==> config.mk <==
export PLATFORM = sky130hd
export DESIGN_NAME = tbit_top
export DESIGN_NICKNAME = d
export VERILOG_FILES = /design/src/common/tbit_pkg.sv /design/src/common/tbit_tap_if.sv /design/src/rtl/tbit_counter.sv /design/src/rtl/tbit_top.sv
export VERILOG_INCLUDE_DIRS = /design/src /design/src/common
export SDC_FILE = /design/constraint.sdc
export NUM_CORES = 1
export LEC_CHECK = 0
export BUFFER_PORTS_ARGS = -buffer_cell sky130_fd_sc_hd__buf_2
export CAP_MARGIN = 25
export CORE_MARGIN = 2
export CORE_UTILIZATION = 40
export CTS_CLUSTER_DIAMETER = 40
export DETAILED_ROUTE_END_ITERATION = 16
export PLACE_DENSITY = 0.68
export RECOVER_POWER = 100
export SYNTH_ARGS = -nofsm -noshare
export SYNTH_HDL_FRONTEND = slang
export SYNTH_SLANG_ARGS = --single-unit
==> constraint.sdc <==
create_clock -name ref_clk -period 6.6 [get_ports ref_clk]
set_clock_uncertainty 0.15 [all_clocks]
set_input_delay 0.66 -clock ref_clk [delete_from_list [all_inputs] [get_ports ref_clk]]
set_output_delay 0.66 -clock ref_clk [all_outputs]
set_load 0.03 [all_outputs]
==> src/common/tbit_consts.svh <==
`ifndef TBIT_CONSTS_SVH
`define TBIT_CONSTS_SVH

// Register indices; the byte address is four times the index.
`define TBIT_CTRL_IDX 6'h0a
`define TBIT_IST_IDX 6'h0b
`define TBIT_IMSK_IDX 6'h0c

// Control/status field positions.
`define TBIT_OVF_BIT 7
`define TBIT_IE_BIT 6
`define TBIT_SEL_HI 2
`define TBIT_SEL_LO 1
`define TBIT_CLR_BIT 0

// Interrupt status/mask field positions.
`define TBIT_EV_IV 0
`define TBIT_EV_STAB 1
`define TBIT_EV_W 2

// Reset values.
`define TBIT_SEL_RST 2'h0
`define TBIT_MSK_RST 2'h0

// Counter width.
`define TBIT_CW 21

// Overflow of counter bit k recurs every 2^(k+2) oscillator periods.
`define TBIT_IV_TAP0 11
`define TBIT_IV_TAP1 13
`define TBIT_IV_TAP2 16
`define TBIT_IV_TAP3 20
`define TBIT_ST_TAP0 2
`define TBIT_ST_TAP1 10
`define TBIT_ST_TAP2 14
`define TBIT_ST_TAP3 16
`define TBIT_WD_TAP 20
`define TBIT_BZ_LO 8
`define TBIT_BZ_HI 11

`endif

==> src/common/tbit_pkg.sv <==
`default_nettype none

package tbit_pkg;

  typedef logic [20:0] tbit_cnt_t;

  // Interval select codes, shortest period first.
  typedef enum logic [1:0] {
    TBIT_IV_2P13 = 2'h0,
    TBIT_IV_2P15 = 2'h1,
    TBIT_IV_2P18 = 2'h2,
    TBIT_IV_2P22 = 2'h3
  } tbit_ivsel_e;

endpackage

`default_nettype wire

==> src/common/tbit_tap_if.sv <==
`timescale 1ns/1ps
`default_nettype none

// Counter state and per-bit overflow strobes shared with the control logic.
interface tbit_tap_if;
  logic clr;
  logic run;
  tbit_pkg::tbit_cnt_t cnt;
  tbit_pkg::tbit_cnt_t ovf;

  modport ctr (input clr, input run, output cnt, output ovf);
  modport usr (output clr, output run, input cnt, input ovf);
endinterface

`default_nettype wire

==> src/rtl/tbit_counter.sv <==
`timescale 1ns/1ps
`default_nettype none

`include "tbit_consts.svh"

module tbit_counter (
  // Clock and reset.
  input wire logic ref_clk,
  input wire logic nrst,
  // Counter side of the tap bundle.
  tbit_tap_if.ctr tap
);

  logic div_ff;
  logic adv;
  tbit_pkg::tbit_cnt_t cnt_ff;

  // Divide the oscillator by two; restart the phase on every clear.
  always_ff @(posedge ref_clk or negedge nrst) begin
    if (!nrst) begin
      div_ff <= 1'b0;
    end else if (tap.clr) begin
      div_ff <= 1'b0;
    end else if (tap.run) begin
      div_ff <= ~div_ff;
    end
  end

  // One count clock every two oscillator periods, none while stopped.
  assign adv = tap.run & div_ff;

  // Free-running up-counter; a clear beats an advance.
  always_ff @(posedge ref_clk or negedge nrst) begin
    if (!nrst) begin
      cnt_ff <= '0;
    end else if (tap.clr) begin
      cnt_ff <= '0;
    end else if (adv) begin
      cnt_ff <= cnt_ff + 21'h000001;
    end
  end

  assign tap.cnt = cnt_ff;

  // Bit k overflows when it and all lower bits are one at an advance.
  for (genvar k = 0; k < `TBIT_CW; k++) begin : g_ovf
    assign tap.ovf[k] = adv & (&cnt_ff[k:0]) & ~tap.clr;
  end

endmodule

`default_nettype wire

==> src/rtl/tbit_top.sv <==
`timescale 1ns/1ps
`default_nettype none

`include "tbit_consts.svh"

// Summary of operation
// - 21-bit counter advances at oscillator over two.
// - Counter halts while main oscillator stopped.
// - Clear on stop, sub-clock, power-on, software.
// - Clear bit writes zero to clear, reads one.
// - One of four bits drives interval interrupt.
// - Intervals 2^13, 2^15, 2^18, 2^22 oscillator periods.
// - Two-bit select field picks interval tap.
// - Flag in bit seven sets regardless enable.
// - Writing zero clears flag; one does nothing.
// - Request high while flag and enable set.
// - Unused bits ignore writes, read zero.
// - Stabilisation taps 2^4, 2^12, 2^16, 2^18.
// - Watchdog tick every 2^22 oscillator periods.
// - Buzzer taps from 2^10 to 2^13.
// - Clear with overflow together sets no flag.
// - Counter clear also clears watchdog when selected.
// - Enabling with flag set raises request immediately.
module tbit_top (
  // Clock and reset.
  input wire logic ref_clk,
  input wire logic nrst,
  // Wishbone classic slave.
  input wire logic wb_cyc_i,
  input wire logic wb_stb_i,
  input wire logic wb_we_i,
  input wire logic [7:0] wb_adr_i,
  input wire logic [3:0] wb_sel_i,
  input wire logic [31:0] wb_dat_i,
  output logic [31:0] wb_dat_o,
  output logic wb_ack_o,
  // Oscillator status pin.
  input wire logic osc_running,
  // Clock controller and standby control.
  input wire logic main_stop_request,
  input wire logic subclock_select,
  input wire logic por_event,
  input wire logic por_clear_enable,
  input wire logic [1:0] stabilisation_wait_select,
  output logic stab_wait_done,
  // Watchdog.
  input wire logic wdt_src_timebase,
  output logic wdt_count_tick,
  output logic wdt_clear,
  // Buzzer clocks.
  output logic [3:0] buzzer_clk,
  // Interrupts.
  output logic timebase_interrupt_request,
  output logic irq
);

  tbit_tap_if tap ();

  logic osc_s1_ff;
  logic osc_s2_ff;
  logic osc_s3_ff;
  logic run_ff;
  logic ovf_flag_ff;
  logic irq_en_ff;
  logic [1:0] sel_ff;
  logic stab_done_ff;
  logic [`TBIT_EV_W-1:0] ist_ff;
  logic [`TBIT_EV_W-1:0] imsk_ff;
  logic [`TBIT_EV_W-1:0] ev;
  logic ack_ff;
  logic [31:0] dat_ff;
  logic req;
  logic wr;
  logic rd_new;
  logic rd_done;
  logic hit_ctrl;
  logic hit_ist;
  logic hit_imsk;
  logic sw_clr;
  logic mode_clr;
  logic por_clr;
  logic iv_ovf;
  logic st_ovf;
  logic [7:0] ctrl_rd;
  logic [31:0] nxt_dat;

  // Counter core with divider and overflow strobes.
  tbit_counter u_counter (
    .ref_clk(ref_clk),
    .nrst(nrst),
    .tap(tap)
  );

  // The oscillator status arrives from outside the clock domain.
  always_ff @(posedge ref_clk or negedge nrst) begin
    if (!nrst) begin
      osc_s1_ff <= 1'b0;
      osc_s2_ff <= 1'b0;
      osc_s3_ff <= 1'b0;
    end else begin
      osc_s1_ff <= osc_running;
      osc_s2_ff <= osc_s1_ff;
      osc_s3_ff <= osc_s2_ff;
    end
  end

  // Accept a new oscillator state once the last two stages agree.
  always_ff @(posedge ref_clk or negedge nrst) begin
    if (!nrst) begin
      run_ff <= 1'b0;
    end else if (osc_s2_ff == osc_s3_ff) begin
      run_ff <= osc_s3_ff;
    end
  end

  // Count only while the oscillator runs.
  assign tap.run = run_ff;

  // Bus request decode; the write acts at the edge that sees ack.
  assign req = wb_cyc_i & wb_stb_i;
  assign wr = req & ack_ff & wb_we_i;
  assign rd_new = req & ~ack_ff & ~wb_we_i;
  assign rd_done = req & ack_ff & ~wb_we_i;
  assign hit_ctrl = (wb_adr_i[7:2] == `TBIT_CTRL_IDX);
  assign hit_ist = (wb_adr_i[7:2] == `TBIT_IST_IDX);
  assign hit_imsk = (wb_adr_i[7:2] == `TBIT_IMSK_IDX);

  // Software clear: a zero written to the clear bit.
  assign sw_clr = wr & hit_ctrl & wb_sel_i[0]
                & ~wb_dat_i[`TBIT_CLR_BIT];

  // Held clear in main stop or sub-clock mode (select low).
  assign mode_clr = main_stop_request | ~subclock_select;

  // Optional clear on power-on reset.
  assign por_clr = por_event & por_clear_enable;

  // Any clear source resets the counter.
  assign tap.clr = sw_clr | mode_clr | por_clr;

  // Watchdog counter follows every clear when it counts from here.
  assign wdt_clear = tap.clr & wdt_src_timebase;

  // Interval tap chosen by the select field, codes ascending.
  always_comb begin
    case (tbit_pkg::tbit_ivsel_e'(sel_ff))
      tbit_pkg::TBIT_IV_2P13: iv_ovf = tap.ovf[`TBIT_IV_TAP0];
      tbit_pkg::TBIT_IV_2P15: iv_ovf = tap.ovf[`TBIT_IV_TAP1];
      tbit_pkg::TBIT_IV_2P18: iv_ovf = tap.ovf[`TBIT_IV_TAP2];
      tbit_pkg::TBIT_IV_2P22: iv_ovf = tap.ovf[`TBIT_IV_TAP3];
      default: iv_ovf = 1'b0;
    endcase
  end

  // Stabilisation wait tap chosen by the clock controller.
  always_comb begin
    case (stabilisation_wait_select)
      2'h0: st_ovf = tap.ovf[`TBIT_ST_TAP0];
      2'h1: st_ovf = tap.ovf[`TBIT_ST_TAP1];
      2'h2: st_ovf = tap.ovf[`TBIT_ST_TAP2];
      2'h3: st_ovf = tap.ovf[`TBIT_ST_TAP3];
      default: st_ovf = 1'b0;
    endcase
  end

  // Overflow flag: set wins over a software clear in the same cycle.
  always_ff @(posedge ref_clk or negedge nrst) begin
    if (!nrst) begin
      ovf_flag_ff <= 1'b0;
    end else if (iv_ovf) begin
      ovf_flag_ff <= 1'b1;
    end else if (wr & hit_ctrl & wb_sel_i[0]
                 & ~wb_dat_i[`TBIT_OVF_BIT]) begin
      ovf_flag_ff <= 1'b0;
    end
  end

  // Interrupt enable and interval select; unused bits are dropped.
  always_ff @(posedge ref_clk or negedge nrst) begin
    if (!nrst) begin
      irq_en_ff <= 1'b0;
      sel_ff <= `TBIT_SEL_RST;
    end else if (wr & hit_ctrl & wb_sel_i[0]) begin
      irq_en_ff <= wb_dat_i[`TBIT_IE_BIT];
      sel_ff <= wb_dat_i[`TBIT_SEL_HI:`TBIT_SEL_LO];
    end
  end

  // Request follows flag and enable with no extra overflow needed.
  assign timebase_interrupt_request =
    ovf_flag_ff & irq_en_ff;

  // Stabilisation wait elapsed; restarts with every counter clear.
  always_ff @(posedge ref_clk or negedge nrst) begin
    if (!nrst) begin
      stab_done_ff <= 1'b0;
    end else if (tap.clr) begin
      stab_done_ff <= 1'b0;
    end else if (st_ovf) begin
      stab_done_ff <= 1'b1;
    end
  end

  assign stab_wait_done = stab_done_ff;

  // Watchdog count tick from the top counter bit.
  assign wdt_count_tick = tap.ovf[`TBIT_WD_TAP];

  // Buzzer clocks straight from counter flops.
  assign buzzer_clk = tap.cnt[`TBIT_BZ_HI:`TBIT_BZ_LO];

  // Events that feed the sticky interrupt status.
  assign ev[`TBIT_EV_IV] = iv_ovf;
  assign ev[`TBIT_EV_STAB] = st_ovf & ~stab_done_ff;

  // Sticky status, cleared by a read; a new event beats the clear.
  always_ff @(posedge ref_clk or negedge nrst) begin
    if (!nrst) begin
      ist_ff <= '0;
    end else if (rd_done & hit_ist) begin
      ist_ff <= ev;
    end else begin
      ist_ff <= ist_ff | ev;
    end
  end

  // Interrupt mask, same layout as the status.
  always_ff @(posedge ref_clk or negedge nrst) begin
    if (!nrst) begin
      imsk_ff <= `TBIT_MSK_RST;
    end else if (wr & hit_imsk & wb_sel_i[0]) begin
      imsk_ff <= wb_dat_i[`TBIT_EV_W-1:0];
    end
  end

  // One level interrupt for any unmasked status bit.
  assign irq = |(ist_ff & imsk_ff);

  // Control register read image; clear bit always reads one.
  always_comb begin
    ctrl_rd = 8'h00;
    ctrl_rd[`TBIT_OVF_BIT] = ovf_flag_ff;
    ctrl_rd[`TBIT_IE_BIT] = irq_en_ff;
    ctrl_rd[`TBIT_SEL_HI:`TBIT_SEL_LO] = sel_ff;
    ctrl_rd[`TBIT_CLR_BIT] = 1'b1;
  end

  // Read mux; unmapped addresses read zero.
  always_comb begin
    nxt_dat = 32'h00000000;
    if (hit_ctrl) begin
      nxt_dat[7:0] = ctrl_rd;
    end else if (hit_ist) begin
      nxt_dat[`TBIT_EV_W-1:0] = ist_ff;
    end else if (hit_imsk) begin
      nxt_dat[`TBIT_EV_W-1:0] = imsk_ff;
    end
  end

  // Single-cycle acknowledge, dropped the cycle after it is given.
  always_ff @(posedge ref_clk or negedge nrst) begin
    if (!nrst) begin
      ack_ff <= 1'b0;
    end else begin
      ack_ff <= req & ~ack_ff;
    end
  end

  // Read data captured as the acknowledge is raised.
  always_ff @(posedge ref_clk or negedge nrst) begin
    if (!nrst) begin
      dat_ff <= 32'h00000000;
    end else if (rd_new) begin
      dat_ff <= nxt_dat;
    end
  end

  assign wb_ack_o = ack_ff;
  assign wb_dat_o = dat_ff;

endmodule

`default_nettype wire

==> run_results.csv <==
group,metric,value,unit
status,status,"finished with violations",
status,violations,"capacitance limit, slew limit",
clocking,clock_sinks,41,
drt,wl_met3,137,um
synthesis,synth-edff-count,0,
final_layout,most-common-layout-cells,"dfrtp_1, conb_1, buf_2",
drt,vias,1878,
sta,drv_slew,42,
clocking,cts_hold_buf,0,
pwr,switching_share,26.3,%
global_routing,antenna_found_initial,0,
drt,routed_wl,4730,um
sta,setup_slack,3250,ps
clocking,clock_latency,300,ps
final_layout,layout.nets,346,
setup_path,path_max_fanout,26,
place,gp_congestion,0.793,
pwr,pwr-share-seq,50.1,%
drt,highest_layer,"met4",
clocking,cts-htree-levels,2,
final_layout,drive_above_1_share,14.8,%
setup_path,start_kind,"input port",
place,io_buffers,39,
drt,via_per_inst,5.23,
setup_path,cp.arrival,2540,ps
clocking,post_cts_buffers,0,
drt,drt_iter0_drc,124,
drt,drc_errors,0,
setup_path,path_buf_inv,2,
run,cap_violations,1,
global_routing,track_usage,14.9,%
pwr,pwr-share-comb,10.0,%
synthesis,syn_area_per_cell,9.67,sq um
sta,slew_headroom,-45.0,%
global_routing,grt_pass1_wl,7780,um
sta,min_period,3350,ps
pwr,ir_drop,0.0000838,V
final_layout,n_antenna_cell,0,
drt,dr.pass1.iters,4,
setup_path,cpLargestDelayFamily,"simple AND/OR/NAND/NOR gates",
drt,ant_nets,0,
pwr,power_density,197,nW/um^2
final_layout,layout.cells.most_common,"dfrtp_1",
setup_path,path_class,"in -> out",
sta,finalCritPeriodShare,50.8,%
synthesis,synthArstFlopShare,100,%
sta,rsz0062_at_grt,"false",
global_routing,grt_pass1_vias,1716,
setup_path,crit_chain,"buf_2 -> nor3b_1 -> nand4_1 -> nand2_1 -> nor3_1 -> clkbuf_1",
clocking,cts_root_buf,"clkbuf_8",
pwr,switchingPower,135,uW
sta,setup_viol,0,
sta,max_freq,298,MHz
final_layout,fin_cells,359,
synthesis,synth_cells,249,
clocking,cts_buffers,5,
clocking,cts_resized,0,
die,start_util,41.1,%
setup_path,cp-end-kind,"output pin",
die,core_area,5850,sq um
sta,finalHoldViolCount,0,
drt,wl_per_cell,13.2,um
clocking,cts_buffer_depth,2,
setup_path,cp_slowest_stage_delay,720,ps
global_routing,grt_max_degree,42,
sta,finalSetupTns,0,ps
clocking,clk_pin_slew,80,ps
pwr,intPower,379,uW
die,dieArea,6650,sq um
drt,wl_met2,2410,um
synthesis,syn-cell-area,2410,sq um
synthesis,yosysWarningCount,0,
setup_path,cp_slowest_cell,"nand2_1",
die,std_cell_rows,28,
drt,m1WireLength,2120,um
synthesis,synth-seq-cells,41,
sta,hold_slack,208,ps
synthesis,synth_cell_types,48,
setup_path,cp.required,5790,ps
die,die-height,81.6,um
worst_hold_path,holdCritPathClass,"reg -> reg",
clocking,cts_tree,"built",
place,dp_cells,351,
pwr,p_clk_share,40.0,%
final_layout,area_growth,8.21,%
place,place_ws,3220,ps
synthesis,synth_flop_cell,"dfrtp_1",
global_routing,grt_overflow,0,
pwr,p_leak,0.00110,uW
place,hpwl,3540,um
die,pin_count,99,
die,die_x,81.6,um
sta,worstMarginPinSlew,2170,ps
synthesis,yosysSeqAreaShare,42.6,%
[metrics by stage]
| stage | utilization (%) | power, uW | cell area, sq um |
|---|---|---|---|
| 2_1_floorplan | - | 308 | 2500 |
| 3_3_place_gp | 43.2 | 314 | 2530 |
| 3_5_place_dp | 43.2 | 314 | 2530 |
| 4_1_cts | 45.2 | 520 | 2640 |
| 5_1_grt | 44.5 | 537 | 2610 |
| 6_report | 44.5 | 513 | 2610 |
[power groups by stage]
| stage | logic [uW] | registers, uW | clock network (uW) |
|---|---|---|---|
| final | 51.2 | 257 | 205 |
| after global routing | 57.1 | 258 | 222 |
| after CTS | 52.2 | 257 | 210 |
| after detailed placement | 52.1 | 262 | 0 |
| after global placement | 51.4 | 262 | 0 |
| after floorplan | 45.9 | 263 | 0 |
[synth_stat cells, types with 2 or more instances]
master / count / area share, %
or4_1: 8 / 2.5
nor3b_1: 3 / 0.94
or2_2: 2 / 0.52
inv_1: 3 / 0.47
and2_1: 3 / 0.78
nor2_1: 15 / 2.3
nand2_1: 20 / 3.1
o21ai_0: 4 / 0.83
o31ai_1: 9 / 2.8
nand2b_1: 3 / 0.78
nand4b_1: 2 / 0.73
xor2_1: 4 / 1.5
nor2b_1: 2 / 0.52
clkbuf_1: 5 / 0.78
dfrtp_1: 41 / 43
nor3_1: 6 / 1.2
or3_1: 3 / 0.78
xnor2_1: 6 / 2.2
ha_1: 6 / 3.1
and3_1: 2 / 0.52
a22o_1: 4 / 1.5
nand3_1: 10 / 2.1
nand4_1: 10 / 2.6
and4_1: 2 / 0.73
buf_4: 31 / 9.7
mux2_2: 5 / 2.3
a21oi_1: 16 / 3.3
nor4_1: 4 / 1.0
[worst register-to-register path: stages, from the launching register on]
cell and delay [ps]:
dfrtp_1 430, ha_1 220, nand3_1 270, or3_1 490, nor2_1 130, ha_1 190, nor2b_1 60, nor3_1 130
a31oi_1 170, o41ai_1 250
[routing by layer]
layer	vias up	GRT usage, %
met3	8	1.98
li1	916	-
met4	0	4.17
met5	-	0
met2	33	26.7
met1	921	18.9
[kinds of logic (layout without fill, tap and decap cells)]
kind of cell               after synthesis  after routing  synth area share, %
and+or+nand+nor                        103            103                 25.1
AOI/OAI and AO/OA                       41             41                 11.1
DFF                                     41             41                 42.6
buffers and inverters                   41             50                 11.5
xor gates and xnor gates                10             10                 3.64
adders and majority gates                7              7                 3.53
muxes                                    5              5                 2.34
other                                    1             27                0.156
[area by class of cell]
type,count,area [sq um]
Fill cell,576,3250
Multi-Input combinational cell,193,1180
Sequential cell,41,1030
Timing Repair Buffer,39,175
Tap cell,75,93.8
Clock buffer,5,68.8
Clock inverter,3,46.3
Inverter,3,11.3
[path summary, 6_finish.rpt]
path / depth (start not counted) / from / to / slack [ps]
max: 6 / wb_adr_i[6] / wdt_count_tick / 3250
min: 0 / osc_s1_ff / osc_s2_ff / 210
max reg2reg: 9 / u_counter.tap.cnt[1] / ist_ff[1] / 4010
min in group asynchronous: 1 / nrst / wb_dat_o[6] / 840
max in group asynchronous: 1 / nrst / u_counter.tap.cnt[11] / 4220
min reg2reg: 0 / osc_s1_ff / osc_s2_ff / 210
[sequential cells by signal, summed over array words and instances (netlist names), 2 cells and up]
register           count
wb_dat_o               5
imsk_ff                2
ist_ff                 2
sel_ff                 2
u_counter.tap.cnt     21
(Power assumes the default switching activity.)
